$ cat src/common/coad_regs.svh
// Offsets, keys, field positions and field codes of the option area
`ifndef COAD_REGS_SVH
`define COAD_REGS_SVH
`define COAD_OFS_CAL30 32'h1ffff048
`define COAD_OFS_CAL85 32'h1ffff04c
`define COAD_OFS_CAL105 32'h1ffff06c
`define COAD_OFS_UID0 32'hfffff050
`define COAD_OFS_UID1 32'hfffff054
`define COAD_OFS_UID2 32'hfffff058
`define COAD_OFS_UID3 32'h1ffff05c
`define COAD_OFS_RPROT 32'h1ffff200
`define COAD_OFS_WDOPT 32'h1ffff20c
`define COAD_OFS_BOROPT 32'h1ffff210
`define COAD_OFS_PGPROT 32'h1ffff214
`define COAD_AREA_LO 32'h1ffff000
`define COAD_AREA_HI 32'h1ffff67f
`define COAD_CAL_MSB 23
`define COAD_RP_KEY 28'h69c8a27
`define COAD_RP_KEY_LSB 4
`define COAD_RP_LVL_MSB 1
`define COAD_WD_OSC_MSB 15
`define COAD_WD_OSC_LSB 4
`define COAD_WD_OSC_SW 12'h96d
`define COAD_WD_OSC_DEEP 12'h0a7
`define COAD_WD_CLK_BIT 2
`define COAD_WD_RST_BIT 1
`define COAD_WD_CNT_BIT 0
`define COAD_BOR_KEY 16'h9d58
`define COAD_BOR_KEY_LSB 16
`define COAD_BOR_M_MSB 15
`define COAD_BOR_M_LSB 8
`define COAD_BOR_SW 8'haa
`define COAD_BOR_THR_MSB 2
`define COAD_PG1_BIT 0
`define COAD_PG2_BIT 1
`define COAD_PG3_BIT 2
`define COAD_ZERO 32'h00000000
`endif

$ cat src/common/coad_pkg.sv
// Types shared by the option area decoder and its bench
package coad_pkg;
    typedef enum logic [1:0] {LVL0, LVL1, LVL2} coad_lvl_t;
    typedef enum logic [1:0] {SRC_DEBUG, SRC_RAM, SRC_FLASH} coad_src_t;
    typedef enum logic [1:0] {
        OP_READ, OP_PAGE_ERASE, OP_PAGE_WRITE, OP_BULK_ERASE
    } coad_op_t;
    typedef enum logic [2:0] {
        TGT_MAIN, TGT_OPT0, TGT_OPT1, TGT_OPT2, TGT_OPT3
    } coad_tgt_t;
    typedef enum logic [1:0] {
        WDOSC_SW, WDOSC_OFF_DEEP, WDOSC_OFF_SHUT
    } coad_wdosc_t;
    // Raw option words as stored in the nonvolatile area
    typedef struct packed {
        logic [31:0] cal30;
        logic [31:0] cal85;
        logic [31:0] cal105;
        logic [31:0] uid0;
        logic [31:0] uid1;
        logic [31:0] uid2;
        logic [31:0] uid3;
        logic [31:0] rprot;
        logic [31:0] wdopt;
        logic [31:0] boropt;
        logic [31:0] pgprot;
    } coad_img_t;
    // Access request from the flash controller
    typedef struct packed {
        logic valid;
        coad_src_t src;
        coad_op_t op;
        coad_tgt_t tgt;
        logic rp_update;
        coad_lvl_t new_lvl;
    } coad_req_t;
    // Decoded control settings
    typedef struct packed {
        coad_lvl_t lvl;
        coad_wdosc_t wd_osc;
        logic wd_clk_rc;
        logic wd_rst_forced;
        logic wd_cnt_forced;
        logic bor_key_ok;
        logic bor_forced;
        logic [2:0] bor_thr;
        logic [2:0] pg_writable;
    } coad_set_t;
endpackage : coad_pkg

$ cat src/hw/coad_top.sv
// Option area decoder: captures option words, decodes them, gates access
`timescale 1ns/10ps
`include "coad_regs.svh"

module coad_top (
    input wire logic CLK,
    input wire logic RSTN,
    input wire logic PSEL,
    input wire logic PENABLE,
    input wire logic PWRITE,
    input wire logic [31:0] PADDR,
    input wire logic [31:0] PWDATA,
    input wire logic [3:0] PSTRB,
    output logic [31:0] PRDATA,
    output logic PREADY,
    output logic PSLVERR,
    input wire coad_pkg::coad_img_t OPT_IMAGE,
    input wire coad_pkg::coad_req_t REQ,
    input wire logic BULK_DONE,
    output logic OPT_READY,
    output logic GRANT_VLD,
    output logic GRANT_OK,
    output coad_pkg::coad_set_t SETTINGS,
    output logic [127:0] UNIQUE_ID
);

    // ------------------------------------------------------------
    // Option word decoders
    // ------------------------------------------------------------

    // Protection level from key and level field
    function automatic coad_pkg::coad_lvl_t lvl_of(
        input logic [31:0] w
    );
        coad_pkg::coad_lvl_t l;
        l = coad_pkg::LVL2;
        if (w[31:`COAD_RP_KEY_LSB] == `COAD_RP_KEY)
        begin
            unique case (w[`COAD_RP_LVL_MSB:0])
                2'h3: l = coad_pkg::LVL0;
                2'h2: l = coad_pkg::LVL1;
                default: l = coad_pkg::LVL2;
            endcase
        end
        return l;
    endfunction : lvl_of

    // All decoded settings from the raw image
    function automatic coad_pkg::coad_set_t dec(
        input coad_pkg::coad_img_t img
    );
        coad_pkg::coad_set_t s;
        logic [11:0] osc;
        s = '0;
        osc = img.wdopt[`COAD_WD_OSC_MSB:`COAD_WD_OSC_LSB];
        s.lvl = lvl_of(img.rprot);
        // Oscillator master field
        if (osc == `COAD_WD_OSC_SW)
            s.wd_osc = coad_pkg::WDOSC_SW;
        else if (osc == `COAD_WD_OSC_DEEP)
            s.wd_osc = coad_pkg::WDOSC_OFF_DEEP;
        else
            s.wd_osc = coad_pkg::WDOSC_OFF_SHUT;
        s.wd_clk_rc = img.wdopt[`COAD_WD_CLK_BIT];
        s.wd_rst_forced = ~img.wdopt[`COAD_WD_RST_BIT];
        s.wd_cnt_forced = ~img.wdopt[`COAD_WD_CNT_BIT];
        s.bor_key_ok = img.boropt[31:`COAD_BOR_KEY_LSB]
            == `COAD_BOR_KEY;
        s.bor_forced = img.boropt[`COAD_BOR_M_MSB:`COAD_BOR_M_LSB]
            != `COAD_BOR_SW;
        s.bor_thr = img.boropt[`COAD_BOR_THR_MSB:0];
        s.pg_writable = {img.pgprot[`COAD_PG3_BIT],
            img.pgprot[`COAD_PG2_BIT],
            img.pgprot[`COAD_PG1_BIT]};
        return s;
    endfunction : dec

    // ------------------------------------------------------------
    // Capture and settings state
    // ------------------------------------------------------------

    logic grant_c;
    logic cap_q;
    logic cap_d;
    coad_pkg::coad_set_t set_q;
    coad_pkg::coad_set_t set_d;
    coad_pkg::coad_img_t img_q;
    coad_pkg::coad_img_t img_d;

    // Capture once after reset, then hold; bulk erase clears level, else a granted update sets it
    always_comb
    begin
        cap_d = 1'b1;
        img_d = img_q;
        set_d = set_q;
        if (!cap_q)
        begin
            img_d = OPT_IMAGE;
            set_d = dec(OPT_IMAGE);
        end
        else if (BULK_DONE)
            set_d.lvl = coad_pkg::LVL0;
        else if (REQ.valid && grant_c && REQ.rp_update)
            set_d.lvl = REQ.new_lvl;
    end

    // Settings registers, safest level until captured
    always_ff @(posedge CLK)
    begin
        if (!RSTN)
        begin
            cap_q <= 1'b0;
            img_q <= '0;
            set_q <= '{lvl: coad_pkg::LVL2,
                       wd_osc: coad_pkg::WDOSC_OFF_SHUT,
                       wd_clk_rc: 1'b1,
                       wd_rst_forced: 1'b1,
                       wd_cnt_forced: 1'b1,
                       bor_key_ok: 1'b0,
                       bor_forced: 1'b1,
                       bor_thr: 3'h0,
                       pg_writable: 3'h0};
        end
        else
        begin
            cap_q <= cap_d;
            img_q <= img_d;
            set_q <= set_d;
        end
    end

    assign SETTINGS = set_q;
    assign OPT_READY = cap_q;
    // Unique ID: coordinates low, lot number high
    assign UNIQUE_ID = {img_q.uid3, img_q.uid2,
        img_q.uid1, img_q.uid0};

    // ------------------------------------------------------------
    // Access gate
    // ------------------------------------------------------------

    logic restricted_c;
    logic opt_tgt_c;
    logic gvld_q;
    logic gvld_d;
    logic gok_q;
    logic gok_d;

    // Source restricted at the current level
    always_comb
    begin
        restricted_c = 1'b0;
        if (REQ.src == coad_pkg::SRC_DEBUG
            && set_q.lvl != coad_pkg::LVL0)
            restricted_c = 1'b1;
        if (REQ.src == coad_pkg::SRC_RAM
            && set_q.lvl == coad_pkg::LVL2)
            restricted_c = 1'b1;
    end

    assign opt_tgt_c = REQ.tgt != coad_pkg::TGT_MAIN;

    // Decide one request
    always_comb
    begin
        grant_c = 1'b1;
        unique case (REQ.op)
            coad_pkg::OP_READ:
                // Option area stays readable at any level
                grant_c = opt_tgt_c || !restricted_c;
            coad_pkg::OP_BULK_ERASE:
                grant_c = 1'b1;
            coad_pkg::OP_PAGE_ERASE,
            coad_pkg::OP_PAGE_WRITE:
            begin
                if (restricted_c)
                    grant_c = 1'b0;
                unique case (REQ.tgt)
                    coad_pkg::TGT_OPT0: grant_c = 1'b0;
                    coad_pkg::TGT_OPT1:
                        if (!set_q.pg_writable[0])
                            grant_c = 1'b0;
                    coad_pkg::TGT_OPT2:
                        if (!set_q.pg_writable[1])
                            grant_c = 1'b0;
                    coad_pkg::TGT_OPT3:
                        if (!set_q.pg_writable[2])
                            grant_c = 1'b0;
                    default: ;
                endcase
            end
        endcase
        if (REQ.rp_update && REQ.new_lvl < set_q.lvl)
            grant_c = 1'b0;
        if (!cap_q)
            grant_c = 1'b0;
    end

    // Answer one cycle after the request
    always_comb
    begin
        gvld_d = REQ.valid && cap_q;
        gok_d = REQ.valid && cap_q && grant_c;
    end

    always_ff @(posedge CLK)
    begin
        if (!RSTN)
        begin
            gvld_q <= 1'b0;
            gok_q <= 1'b0;
        end
        else
        begin
            gvld_q <= gvld_d;
            gok_q <= gok_d;
        end
    end

    assign GRANT_VLD = gvld_q;
    assign GRANT_OK = gok_q;

    // ------------------------------------------------------------
    // APB read port
    // ------------------------------------------------------------

    logic [31:0] rd_c;
    logic hit_c;
    logic [31:0] prdata_q;
    logic [31:0] prdata_d;
    logic pready_q;
    logic pready_d;
    logic pslverr_q;
    logic pslverr_d;

    // Word select; other area words read as zero
    always_comb
    begin
        rd_c = `COAD_ZERO;
        hit_c = PADDR >= `COAD_AREA_LO
            && PADDR <= `COAD_AREA_HI;
        unique case ({PADDR[31:2], 2'h0})
            `COAD_OFS_CAL30:
                rd_c[`COAD_CAL_MSB:0] =
                    img_q.cal30[`COAD_CAL_MSB:0];
            `COAD_OFS_CAL85:
                rd_c[`COAD_CAL_MSB:0] =
                    img_q.cal85[`COAD_CAL_MSB:0];
            `COAD_OFS_CAL105:
                rd_c[`COAD_CAL_MSB:0] =
                    img_q.cal105[`COAD_CAL_MSB:0];
            `COAD_OFS_UID0:
            begin
                rd_c = img_q.uid0;
                hit_c = 1'b1;
            end
            `COAD_OFS_UID1:
            begin
                rd_c = img_q.uid1;
                hit_c = 1'b1;
            end
            `COAD_OFS_UID2:
            begin
                rd_c = img_q.uid2;
                hit_c = 1'b1;
            end
            `COAD_OFS_UID3: rd_c = img_q.uid3;
            `COAD_OFS_RPROT: rd_c = img_q.rprot;
            `COAD_OFS_WDOPT: rd_c = img_q.wdopt;
            `COAD_OFS_BOROPT: rd_c = img_q.boropt;
            `COAD_OFS_PGPROT: rd_c = img_q.pgprot;
            default: ;
        endcase
    end

    // One wait state; whole word returned for any access width
    always_comb
    begin
        pready_d = PSEL && PENABLE && !pready_q;
        prdata_d = prdata_q;
        pslverr_d = 1'b0;
        if (pready_d)
        begin
            prdata_d = `COAD_ZERO;
            pslverr_d = PWRITE || !hit_c;
            if (!PWRITE && hit_c)
                prdata_d = rd_c;
        end
    end

    always_ff @(posedge CLK)
    begin
        if (!RSTN)
        begin
            prdata_q <= `COAD_ZERO;
            pready_q <= 1'b0;
            pslverr_q <= 1'b0;
        end
        else
        begin
            prdata_q <= prdata_d;
            pready_q <= pready_d;
            pslverr_q <= pslverr_d;
        end
    end

    assign PRDATA = prdata_q;
    assign PREADY = pready_q;
    assign PSLVERR = pslverr_q;
endmodule : coad_top

$ cat config.mk
export PLATFORM = sky130hd
export DESIGN_NAME = coad_top
export DESIGN_NICKNAME = d
export VERILOG_FILES = /design/src/common/coad_pkg.sv /design/src/hw/coad_top.sv
export VERILOG_INCLUDE_DIRS = /design/src /design/src/common
export SDC_FILE = /design/constraint.sdc
export NUM_CORES = 1
export LEC_CHECK = 0
export BUFFER_PORTS_ARGS = -buffer_cell sky130_fd_sc_hd__clkbuf_2
export CORE_AREA = 4 4 238 240
export CTS_CLUSTER_DIAMETER = 200
export CTS_CLUSTER_SIZE = 8
export DETAILED_ROUTE_END_ITERATION = 10
export DIE_AREA = 0 0 242 244
export HOLD_SLACK_MARGIN = 0.06
export SLEW_MARGIN = 25
export SYNTH_ARGS = -nofsm -noshare
export SYNTH_HDL_FRONTEND = slang
export SYNTH_SLANG_ARGS = --single-unit
$ cat constraint.sdc
create_clock -name CLK -period 1.8 [get_ports CLK]
set_input_delay 0.18 -clock CLK [delete_from_list [all_inputs] [get_ports CLK]]
set_output_delay 0.18 -clock CLK [all_outputs]
set_load 0.01 [all_outputs]
# Word-level counts from Yosys, hierarchy flattened
# Index checks and enable logic that the tools add are counted.
# W data, S select, Z words.
[word_totals]
out_inout_bits = 180
inputBits = 437
ff_bits = 380
[op_classes]
n_lt_le_gt_ge = 3
muxes = 22
eq_ne = 28
n_bitwise = 2
reduce_logical = 24
[ops]
columns = ["cell", "count"]
rows = [
  ["$pmux W24 S11", 1],
  ["$eq A30 B27 Y1 const B", 8],
  ["$eq A30 B30 Y1 const B", 3],
  ["$pmux W8 S8", 1],
  ["$ge A32 B29 Y1 const B", 1],
  ["$le A32 B29 Y1 const B", 1],
  ["$mux W32", 1],
  ["$eq A28 B27 Y1 const B", 1],
  ["$eq A16 B16 Y1 const B", 1],
  ["$eq A12 B12 Y1 const B", 1],
  ["$eq A12 B8 Y1 const B", 1],
  ["$mux W2", 6],
  ["$logic_and A1 B1 Y1", 11],
  ["$eq A2 B2 Y1 const B", 5],
  ["$mux W1", 10],
  ["$ne A8 B8 Y1 const B", 1],
  ["$eq A3 B2 Y1 const B", 2],
  ["$eq A2 B1 Y1 const B", 2],
  ["$logic_not A1 Y1", 4],
  ["$logic_not A2 Y1", 2],
  ["$pmux W1 S4", 1],
  ["$pmux W2 S2", 1],
  ["$eq A3 B1 Y1 const B", 1],
  ["$eq A3 B3 Y1 const B", 1],
  ["other kinds (10)", 12],
]

# Depth between registers and ports, before layout
# Gate-level depths: netlist of run 1.
[depth]
ltp_word = 15
ltp_mapped = 10
mapped_depth_nobuf = 8

# Worst setup path before layout of run 1
# No wires, ideal clock.
[synth_timing]
path_type = "input-to-reg"
startpoint = "in PADDR[6]"
endpoint = "reg prdata_q[10], in the netlist PRDATA[10]"
path_buffers = 2
arrival_ns = 1.755
setup_slack_ns = -0.027
setup_ns = 0.072
required_time_ns = 1.728
stages = 8
path_cell_list = "or4b_4 nor3_2 buf_4 nand2_1 o31ai_4 o21ai_2 buf_6 a2bb2oi_1"
[synth_between]
elab_chain_len = 5
[synth_rtl]
columns = ["item", "line", "source"]
rows = [
  ["from (decl)", "coad_top.sv:11", "input wire logic [31:0] PADDR,"],
  ["$ge A32 B29 Y1 (no line), or another cell as far along", "-", ""],
  ["$logic_and A1 B1 Y1 (no line) or $reduce_or A3 Y1 (tied branches)", "-", ""],
  ["$mux W1", "coad_top.sv:242", "unique case ({PADDR[31:2], 2'h0})"],
  ["$logic_and A1 B1 Y1", "coad_top.sv:286", "if (!PWRITE && hit_c)"],
  ["$mux W32 *", "coad_top.sv:286", ""],
  ["to (signal assigned)", "coad_top.sv:295", "prdata_q <= `COAD_ZERO;"],
  ["to (signal assigned)", "coad_top.sv:301", "prdata_q <= prdata_d;"],
  ["to (decl)", "coad_top.sv:229", "logic [31:0] prdata_q;"],
]
# Every way passes the cells marked *; elsewhere a longest branch is shown, timed or not.
# A chain may end at the register's enable or synchronous reset.

# Final worst setup path of run 1
[layout_timing]
startpoint = "reg set_q (netlist bit SETTINGS[1])"
endpoint = "reg set_q (netlist bit SETTINGS[14])"
[layout_between]
elab_chain_len = 8
[layout_rtl]
columns = ["item", "line", "source"]
rows = [
  ["from (decl)", "coad_top.sv:85", "coad_pkg::coad_set_t set_q;"],
  ["from (signal assigned)", "coad_top.sv:114", "set_q <= '{lvl: coad_pkg::LVL2,"],
  ["from (signal assigned)", "coad_top.sv:128", "set_q <= set_d;"],
  ["$mux W1", "coad_top.sv:184", "if (!set_q.pg_writable[1])"],
  ["$pmux W1 S4", "coad_top.sv:178", "unique case (REQ.tgt)"],
  ["$pmux W1 S3", "coad_top.sv:167", "unique case (REQ.op)"],
  ["$mux W1", "coad_top.sv:193", "if (REQ.rp_update && REQ.new_lvl < set_q.lvl)"],
  ["$mux W1", "coad_top.sv:195", "if (!cap_q)"],
  ["$logic_and A1 B1 Y1 (2 in series)", "coad_top.sv:103", "else if (REQ.valid && grant_c && REQ.rp_update)"],
  ["$ne A3 B2 Y1 (no line)", "-", ""],
]
# No other way between the ends.

==> results by group, run 1 <==
Route
  – DR iter-0 viols: about 1100
  – Via/cell ratio: around 5
  – Router iterations before antenna repair: 5
  – Via count: between 15000 and 20000
  – Per-cell routed wire length: roughly 23 µm
  – Residual DRC: 0
  – Final ANT Viol Nets: 0
  – Final WL: about 75000 µm

GRT
  – GRT Util Overall: about a quarter
  – Largest net degree at the start of global routing: around 110
  – First-pass GRT wire length: roughly 110000 µm
  – Vias in the first global route: about 17000
  – Total global routing overflow: 0
  – Antenna violations before repair: 8

Critical path
  – CP endpoint kind: flip-flop
  – RR Startpoint: SETTINGS[1]
  – Crit start category: flip-flop
  – Reg2reg setup slack: slightly above 0.07 ns
  – Crit Path Category: flip-flop to flip-flop
  – Crit path required time: between 2 and 2.5 ns
  – Worst reg2reg path depth: 6
  – Reg-to-Reg End: SETTINGS[14]
  – Max FO, Critical Path: 4
  – Worst EP arrival: between 2 and 2.5 ns

Power
  – P_leak: approximately 12 nW
  – Total power divided by cell area: between 800 and 900 nW/µm²
  – Final Power: 21.0 mW
  – Peak VDD IR: around 0.00056 V

Synth
  – Distinct cells, synth: 60
  – Cells after Synth: roughly 1800
  – Post-synth net total: approximately 2200
  – Post-synth ARST share: 0%
  – Syn avg cell area: 9.49 µm²
  – Ranking of synthesized cells by area: dfxtp_1 44%, mux2i_1 21%, nor2_1 8.2%
  – Seq cells post-synth: 374
  – Cell taking the most area after synthesis: dfxtp_1
  – Seq/Total Area, Yosys: between 40% and 50%
  – Cell area after synthesis: about 17000 µm²
  – Top-area cell type share of the netlist area: about 44%
  – Top_reg_cell synth: dfxtp_1
  – EDFF count, synth: 0
  – Synth warnings: 0

Die
  – Core Box Area: ~55000 µm²
  – Initial core utilization: between 30% and 40%
  – DIE AREA: between 50000 and 60000 µm²
  – # rows: between 80 and 90
  – Die height: 244 µm
  – Top Ports: around 620
  – Die width: 242 µm

Outcome
  – Status: finished clean

Cells and area
  – Layout Nets: between 3000 and 4000
  – Final Util: between 40 and 50%
  – Proportion of layout cells with a drive suffix above 1: 29.4%
  – Post-Layout Cell Count: about 3300
  – Filler Cell Count: 5064
  – Area Overhead vs Synth: 48.1%
  – Post-route cell area: 25200 µm²

Placed design
  – Gpl congestion: about 0.88
  – IO Port Bufs: between 500 and 600
  – Placed cell area: 20400 µm²
  – DP Cell Count: 2923
  – HPWL after DPL: around 55000 µm
  – Setup WS pre-CTS: -0.716 ns

Worst hold path
  – Worst Hold Class: input pin to flip-flop
  – Hold Path End: PSLVERR
  – Worst hold path stage count: 4
  – Hold Crit Start: PENABLE

STA
  – Max-slew headroom: a little under half
  – Final Hold Viols: 0
  – # setup viols final: 0
  – Final period util: between 90% and 100%
  – Fin. max-slew vios: 0
  – Tightest Pin Transition: just over 0.8 ns
  – Setup Skew: between 0.03 and 0.04 ns
  – Min Hold Slack: ~0.097 ns
  – Post-route setup slack: between 0.07 and 0.08 ns
  – Period minus WS final: 1.73 ns
  – Setup TNS: 0 ns
  – Unrepaired setup endpoints after global routing: true
  – Peak Freq: just under 600 MHz

CTS
  – H-tree depth: 2
  – TritonCTS Buffers: 52
  – Clock sinks: around 370
  – CTS tree: built
  – Reg clk slew, reported paths: ~0.05 ns
  – Worst-case clock buffer depth: 3
  – Clk_lat worst skew: about 0.60 ns
  – CTS Root Cell: clkbuf_16

Run
  – Number of max-cap violations: 0
-- state kept, by name, indices dropped and copies added, names as in the netlist --
| register | flops |
|---|---|
| GRANT_OK | 1 |
| OPT_READY | 1 |
| PSLVERR | 1 |
| GRANT_VLD | 1 |
| img_q | 196 |
| PREADY | 1 |
| SETTINGS | 13 |
| UNIQUE_ID | 128 |
| PRDATA | 32 |
-- layer usage --
layer / vias up / global-route usage (%) / share of wire, %
li1: 7844 / - / -
met3: 120 / 5.19 / 6.0
met4: 8 / 7.07 / 2.7
met2: 645 / 40.8 / 47
met1: 8006 / 31.9 / 44
met5: - / 0 / 0.068
-- how the worst max path moves through the flow --
stage               depth (start not counted)      startpoint           end
global placement                            7  OPT_IMAGE[112]  SETTINGS[14]
CTS                                         7    SETTINGS[14]  SETTINGS[14]
floorplan                                   8        PADDR[7]    PRDATA[10]
detailed placement                          7  OPT_IMAGE[112]  SETTINGS[14]
finish                                      6     SETTINGS[1]  SETTINGS[14]
global route                                6     SETTINGS[1]  SETTINGS[14]
-- worst max-delay path, stage by stage, from the launching register on --
cell and delay (ns):
dfxtp_1 0.40, a21boi_0 0.12, o21a_1 0.20, o31ai_1 0.35, a31oi_2 0.20, a2111oi_2 0.26, a31oi_1 0.08
-- synth_stat cells, types with 5 or more instances --
cell and n:
dfxtp_1 374, nor2_1 372, mux2i_1 357, buf_4 139, nand2_1 67, clkbuf_1 63, a22oi_1 56, a32oi_1 49
a21oi_1 32, buf_1 31, o21ai_0 28, nand3b_1 25, a2bb2oi_1 24, buf_2 17, nand4_1 16, inv_1 10
and3_1 9, nand3_1 9, a221oi_1 8, a222oi_1 8, buf_6 8, nor4_1 8, o211ai_1 8, nor2b_1 6
nor3_1 5, nor4b_1 5, nor4bb_1 5
-- layout make-up --
class,count,area [µm²],share of cell area [%]
antenna,4,10.0,0.0397
clock buffer,55,1340,5.33
clock inverter,2,17.5,0.0695
inverter,12,52.6,0.209
multi-input combinational,1147,7940,31.5
sequential,374,7490,29.7
tap,704,881,3.50
timing repair buffer,1025,7470,29.6
-- power breakdown --
group / leakage, nW / switching (mW) / internal (mW)
clock network: 0.671 / 3.61 / 5.18
registers: 3.08 / 0.442 / 8.75
logic: 8.13 / 1.40 / 1.60
-- logic make-up (layout without fill, tap and decap cells) --
| group | after synthesis | in the layout | synth area share, % |
|---|---|---|---|
| buffers and inverters | 272 | 1094 | 9.56 |
| and+or+nand+nor | 555 | 555 | 15.0 |
| AOI/OAI and AO/OA | 231 | 231 | 10.1 |
| adders and majority gates | 3 | 3 | 0.221 |
| other | 0 | 4 | 0 |
| DFF | 374 | 374 | 44.0 |
| xor gates and xnor gates | 1 | 1 | 0.0515 |
| muxes | 357 | 357 | 21.0 |
-- cell usage in the layout (no fill, tap or decap), drive strengths merged, types with 6 or more instances in the layout --
master         n
nor2b          6
nand2         67
buf          133
a32oi         49
dlygate4sd3  336
nand4         16
a221oi         8
o211ai         8
a2bb2oi       24
nand3b        25
a21oi         32
dfxtp        374
mux2i        357
a22oi         56
nor4          13
and3           9
o21ai         30
inv           13
a222oi         8
nor3           9
clkbuf       609
nand3          9
nor2         372
-- what timing repair did --
item | CTS | global route
gates cloned | 2 | 0
buffers inserted | 1 | 0
gates resized for setup | 2 | 6
hold buffers | 336 | 0
endpoints found under the hold margin | 340 | 0
setup endpoints to repair | 3 | 25
(Power assumes the default switching activity.)
==> run 2, diff against run 1 <==
==> constraint.sdc (replaced) <==
create_clock -name CLK -period 1.8 [get_ports CLK]
set_input_delay 0.18 -clock CLK [delete_from_list [all_inputs] [get_ports CLK]]
set_output_delay 0.18 -clock CLK [all_outputs]
set_load 0.05 [all_outputs]
==> results by group, run 2 (same netlist as run 1, synthesis figures left out) <==
Cells and area
  – Layout Nets: 3054 (was 3052)
  – Area Overhead vs Synth: 48.1% (about the same)
  – Proportion of layout cells with a drive suffix above 1: 29.6% (was 29.4%)
  – Commonest non-fill, non-tap cell in the layout: clkbuf_2 (unchanged)
  – Register bank with the most flops: img_q (unchanged)
  – Final Util: 46.1% (about the same)
  – Commonest non-fill, non-tap cells in the layout: 553 x clkbuf_2, 372 x dfxtp_1, 372 x nor2_1 (was 554 x clkbuf_2, 373 x dfxtp_1, 372 x nor2_1)
  – Max reg flops: 196 (unchanged)

CTS
  – Clock sinks: 374 (unchanged)
  – CTS tree: built (unchanged)
  – Worst-case clock buffer depth: 3 (unchanged)
  – TritonCTS Buffers: 52 (unchanged)
  – Clk_lat worst skew: 0.58 ns (was 0.60 ns)
  – CTS Root Cell: clkbuf_16 (unchanged)
  – H-tree depth: 2 (unchanged)
  – Reg clk slew, reported paths: 0.05 ns (about the same)

Route
  – DR iter-0 viols: 1001 (was 1075)
  – Per-cell routed wire length: 21.5 µm (was 22.6 µm)
  – Residual DRC: 0 (unchanged)
  – Router iterations before antenna repair: 6 (was 5)
  – Via count: 16600 (about the same)
  – Final WL: 71400 µm (was 74900 µm)
  – Final ANT Viol Nets: 0 (unchanged)
  – Via/cell ratio: 4.98 (was 5.00)

Power
  – Total power divided by cell area: 849 nW/µm² (was 833 nW/µm²)
  – Clk pwr share: 40.7% (was 41.9%)
  – P_sw: 5.87 mW (was 5.46 mW)
  – Sw Share: 27.4% (was 26.0%)
  – Peak VDD IR: 0.000579 V (was 0.000556 V)
  – Final Power: 21.4 mW (was 21.0 mW)
  – Combinational fraction of design power: 16.7% (was 14.3%)
  – Cell-internal power: 15.5 mW (about the same)
  – Part of the power in registers: 42.7% (was 43.8%)
  – P_leak: 11.9 nW (about the same)

GRT
  – Largest net degree at the start of global routing: 120 (was 106)
  – Total global routing overflow: 0 (unchanged)
  – Vias in the first global route: 17300 (was 17400)
  – GRT Util Overall: 23.2% (was 24.4%)
  – Antenna violations before repair: 4 (was 8)
  – First-pass GRT wire length: 107000 µm (was 111000 µm)

Outcome
  – Status: finished clean (unchanged)

STA
  – Max-slew headroom: 55.6% (was 45.0%)
  – Fin. max-slew vios: 0 (unchanged)
  – Tightest Pin Transition: 0.666 ns (was 0.822 ns)
  – Final Hold Viols: 0 (unchanged)
  – Post-route setup slack: 0.0262 ns (was 0.0706 ns)
  – Min Hold Slack: 0.101 ns (was 0.0973 ns)
  – Final period util: 98.5% (was 96.1%)
  – Period minus WS final: 1.77 ns (was 1.73 ns)
  – # setup viols final: 0 (unchanged)
  – Setup TNS: 0 ns (unchanged)
  – Peak Freq: 564 MHz (was 578 MHz)
  – Setup Skew: 0.0168 ns (was 0.0335 ns)

Critical path
  – CP endpoint kind: flip-flop (unchanged)
  – RR Startpoint: SETTINGS[14] (was SETTINGS[1])
  – Max FO, Critical Path: 24 (was 4)
  – Crit start category: input pin (was flip-flop)
  – Crit Path Category: input pin to flip-flop (was flip-flop to flip-flop)
  – Reg2reg setup slack: 0.13 ns (was 0.07 ns)
  – Worst reg2reg path depth: 7 (was 6)
  – Crit path max-delay cell type: or4b_4 (was dfxtp_1)
  – Critical Path Max Stage Delay: 0.59 ns (was 0.40 ns)
  – Worst EP arrival: 2.28 ns (was 2.19 ns)
  – Crit path required time: 2.30 ns (was 2.26 ns)
  – Critical-path cell list: clkbuf_2, or4b_4, nor4_4, buf_4, and3_1, buf_12, a32oi_1, nand2_1, a2bb2oi_1 (was a21boi_0, o21a_1, o31ai_1, a31oi_2, a2111oi_2, a31oi_1)
  – Reg-to-Reg End: SETTINGS[14] (unchanged)

Worst hold path
  – Worst hold path stage count: 4 (unchanged)
  – Hold Path End: img_q[127] (was PSLVERR)
  – Worst Hold Class: input pin to flip-flop (unchanged)
  – Hold Crit Start: OPT_IMAGE[127] (was PENABLE)

Placed design
  – Setup WS pre-CTS: -0.630 ns (was -0.716 ns)
  – HPWL after DPL: 51400 µm (was 54900 µm)
  – IO Port Bufs: 554 (unchanged)
  – Gpl congestion: 0.836 (was 0.877)

Die
  – Core Box Area: 54700 µm² (unchanged)
  – Die width: 242 µm (unchanged)
  – DIE AREA: 59000 µm² (unchanged)
  – # rows: 86 (unchanged)
  – Top Ports: 617 (unchanged)
  – Initial core utilization: 31.1% (unchanged)
  – Die height: 244 µm (unchanged)

Run
  – Number of max-cap violations: 0 (unchanged)
==> run 2: cell count changes in the layout (fill, tap and decap cells not counted), moves of 2 or more <==
cell       previous run  this run
buf_16                2         0
diode_2               4         2
nand2_2               0         4
buf_12               18        25
nand2_1              67        63
bufbuf_16             2         0
==> run 2: timing repair <==
action / in CTS / in global routing
hold buffers: 336 / 0
setup endpoints to repair: 2 / 3
gates resized for setup: 2 / 6
setup buffers: 0 / 4
hold endpoints to repair: 339 / 0
pin swaps: 0 / 1
==> run 2: how the worst max path moves through the flow <==
stage	startpoint	to	slack (ns)	cells past startpoint
6_report	PADDR[7]	PRDATA[9]	0.03	9
4_1_cts	OPT_READY	OPT_READY	0.01	2
5_1_grt	PADDR[7]	PRDATA[4]	-0.05	9
3_5_place_dp	OPT_IMAGE[112]	SETTINGS[13]	-0.63	8
3_3_place_gp	OPT_IMAGE[112]	SETTINGS[13]	-0.65	8
2_1_floorplan	PADDR[29]	PRDATA[10]	-0.01	9
==> run 2: cell type report <==
cell class / instances / area, µm²
inverter: 12 / 52.6
fill: 5040 / 29500
tap: 704 / 881
multi-input combinational: 1147 / 7930
clock inverter: 2 / 17.5
clock buffer: 55 / 1340
antenna: 2 / 5.00
timing repair buffer: 1027 / 7480
sequential: 374 / 7490
==> run 2: power by group through the flow <==
stage	clock, mW	sequential, mW	combinational [mW]
floorplan	0	9.15	2.00
global placement	0	9.29	2.88
detailed placement	0	9.29	2.92
CTS	8.95	9.12	3.53
global route	9.22	9.17	3.81
finish	8.70	9.13	3.56
==> run 2: worst max-delay path, delay by kind of cell <==
kind	cells	cell delay [ns]
buffers and inverters	3	0.45
AND/OR/NAND/NOR	4	1.30
AO/OA/AOI/OAI	2	0.33
==> run 2: routing by layer <==
metal	vias up	track usage (%)	wire (µm)
met1	7895	28.5	29500
li1	7836	-	-
met5	-	0	27
met2	690	41.4	35500
met3	131	4.82	4600
met4	4	6.51	1790
==> run 2: stage by stage <==
step / instance area (µm²) / cells
2_1_floorplan: 17100 / 1793
3_3_place_gp: 20400 / 2924
3_5_place_dp: 20400 / 2924
4_1_cts: 25100 / 3317
5_1_grt: 25200 / 3322
6_report: 25200 / 3323
==> run 3, diff against run 2 <==
Settings changed: CELL_PAD_IN_SITES_DETAIL_PLACEMENT set to 0, CELL_PAD_IN_SITES_GLOBAL_PLACEMENT set to 1, CORE_AREA 4 4 238 240 to 4 4 239 241, CTS_CLUSTER_DIAMETER 200 to 100, DIE_AREA 0 0 242 244 to 0 0 243 245, PLACE_DENSITY_LB_ADDON set to 0.1.
==> results by group, run 3 (same netlist as run 1, synthesis figures left out) <==
STA
  – Post-route setup slack: 0.0996 ns (was 0.0262 ns)
  – Min Hold Slack: 0.0931 ns (was 0.101 ns)
  – Setup Skew: 0.0189 ns (was 0.0168 ns)
  – Final period util: 94.5% (was 98.5%)
  – Tightest Pin Transition: 0.752 ns (was 0.666 ns)
  – # setup viols final: 0 (unchanged)
  – Peak Freq: 588 MHz (was 564 MHz)
  – Unrepaired setup endpoints after global routing: false
  – Fin. max-slew vios: 0 (unchanged)
  – Setup TNS: 0 ns (unchanged)
  – Period minus WS final: 1.70 ns (was 1.77 ns)
  – Final Hold Viols: 0 (unchanged)
  – Max-slew headroom: 49.2% (was 55.6%)

Power
  – Peak VDD IR: 0.000645 V (was 0.000579 V)
  – P_leak: 11.9 nW (about the same)
  – Final Power: 21.7 mW (was 21.4 mW)
  – Total power divided by cell area: 858 nW/µm² (was 849 nW/µm²)

Route
  – Per-cell routed wire length: 21.9 µm (was 21.5 µm)
  – Final WL: 72700 µm (was 71400 µm)
  – Final ANT Viol Nets: 0 (unchanged)
  – DR iter-0 viols: 783 (was 1001)
  – Residual DRC: 0 (unchanged)
  – Router iterations before antenna repair: 5 (was 6)
  – Via/cell ratio: 4.81 (was 4.98)
  – Via count: 16000 (was 16600)

GRT
  – Grt met2 use: 40.2% (was 41.4%)
  – GRT met3 Usage: 6.01% (was 4.82%)
  – GRT Util Overall: 23.6% (was 23.2%)
  – GRT Max-Usage Layer: met2 (unchanged)
  – First-pass GRT wire length: 107000 µm (about the same)
  – Antenna violations before repair: 9 (was 4)
  – Largest net degree at the start of global routing: 140 (was 120)
  – Vias in the first global route: 16700 (was 17300)
  – GR Util met1: 29.7% (was 28.5%)
  – Total global routing overflow: 0 (unchanged)

Die
  – Top Ports: 617 (unchanged)
  – DIE AREA: 59500 µm² (was 59000 µm²)
  – # rows: 86 (unchanged)
  – Die width: 243 µm (was 242 µm)
  – Core Box Area: 54900 µm² (was 54700 µm²)
  – Die height: 245 µm (was 244 µm)
  – Initial core utilization: 31.0% (was 31.1%)

Cells and area
  – Post-Layout Cell Count: 3323 (unchanged)
  – Commonest non-fill, non-tap cell in the layout: clkbuf_2 (unchanged)
  – Commonest non-fill, non-tap cells in the layout: 552 x clkbuf_2, 372 x dfxtp_1, 372 x nor2_1 (was 553 x clkbuf_2, 372 x dfxtp_1, 372 x nor2_1)
  – Register bank with the most flops: img_q (unchanged)
  – Area Overhead vs Synth: 48.7% (was 48.1%)
  – Max reg flops: 196 (unchanged)
  – Proportion of layout cells with a drive suffix above 1: 29.6% (about the same)
  – Layout Nets: 3051 (was 3054)

Worst hold path
  – Hold Crit Start: PENABLE (was OPT_IMAGE[127])
  – Worst hold path stage count: 4 (unchanged)
  – Hold Path End: PSLVERR (was img_q[127])
  – Worst Hold Class: input pin to flip-flop (unchanged)

Placed design
  – Gpl congestion: 0.853 (was 0.836)
  – HPWL after DPL: 53300 µm (was 51400 µm)
  – Setup WS pre-CTS: -0.412 ns (was -0.630 ns)
  – IO Port Bufs: 554 (unchanged)
  – DP Cell Count: 2923 (was 2924)

CTS
  – Worst-case clock buffer depth: 3 (unchanged)
  – CTS tree: built (unchanged)
  – Reg clk slew, reported paths: 0.05 ns (about the same)
  – TritonCTS Buffers: 53 (was 52)
  – Clk_lat worst skew: 0.59 ns (was 0.58 ns)
  – H-tree depth: 2 (unchanged)
  – Clock sinks: 374 (unchanged)
  – CTS Root Cell: clkbuf_16 (unchanged)

Run
  – Number of max-cap violations: 0 (unchanged)

Critical path
  – Worst reg2reg path depth: 8 (was 7)
  – RR Startpoint: SETTINGS[14] (unchanged)
  – CP endpoint kind: flip-flop (unchanged)
  – Crit start category: flip-flop (was input pin)
  – Reg2reg setup slack: 0.1 ns (was 0.13 ns)
  – Crit Path Category: flip-flop to flip-flop (was input pin to flip-flop)
  – Crit path required time: 2.25 ns (was 2.30 ns)
  – Worst EP arrival: 2.15 ns (was 2.28 ns)
  – Reg-to-Reg End: SETTINGS[14] (unchanged)
  – Max FO, Critical Path: 3 (was 24)

Outcome
  – Status: finished clean (unchanged)
-- run 3: cell types whose count changed in the layout (fill, tap and decap cells not counted), moves of 2 or more --
cell / change
nand2_1: +4
buf_4: -4
bufbuf_16: +2
a211oi_2: +2
nand2_2: -4
clkbuf_16: +2
diode_2: +2
a211oi_1: -2
-- run 3: how the worst max path moves through the flow --
| stage | from | slack (ns) | cells after the start | endpoint |
|---|---|---|---|---|
| 6_report | SETTINGS[14] | 0.1 | 8 | SETTINGS[14] |
| 5_1_grt | SETTINGS[14] | 0.006 | 9 | SETTINGS[14] |
| 4_1_cts | img_q[2] | 0.003 | 6 | SETTINGS[14] |
| 3_5_place_dp | PADDR[7] | -0.41 | 9 | PRDATA[24] |
| 3_3_place_gp | PADDR[7] | -0.34 | 9 | PRDATA[24] |
| 2_1_floorplan | PADDR[29] | -0.01 | 9 | PRDATA[10] |
-- run 3: critical path: stages, from the launching register on --
cell,delay (ns)
dfxtp_2,0.33
buf_4,0.11
inv_1,0.05
ha_1,0.26
a21oi_1,0.07
a211oi_2,0.25
a31oi_2,0.15
a2111oi_1,0.28
a31oi_1,0.09
-- run 3: area by class of cell --
cell class                 count  area [µm²]
antenna                        4        10.0
clock buffer                  56        1390
clock inverter                 3        21.3
fill                        5424       29600
inverter                      12        52.6
multi-input combinational   1147        7940
sequential                   374        7490
tap                          704         881
timing repair buffer        1023        7500
-- run 3: through the flow --
stage	instance area, µm²	util, %
final	25300	46.1
after global routing	25300	46.1
after CTS	25300	46.0
after detailed placement	20400	37.2
after global placement	20400	37.2
after floorplan	17100	-
-- run 3: layer usage --
| metal | wire (µm) | part of all wire, % |
|---|---|---|
| met4 | 1900 | 2.6 |
| met5 | 45 | 0.062 |
| met3 | 4800 | 6.6 |
| met2 | 35000 | 48 |
| met1 | 31000 | 43 |
-- run 3: report_power, final --
group	internal (mW)	switching (mW)
Clock	5.35	3.66
Combinational	1.62	1.96
Sequential	8.75	0.363
Total	15.7	5.99
-- run 3: what timing repair did --
action	in CTS	in global routing
resized for setup	2	8
hold buffers	335	0
hold endpoints to repair	339	0
cloned	2	0
buffers inserted	0	0
setup endpoints to repair	1	5
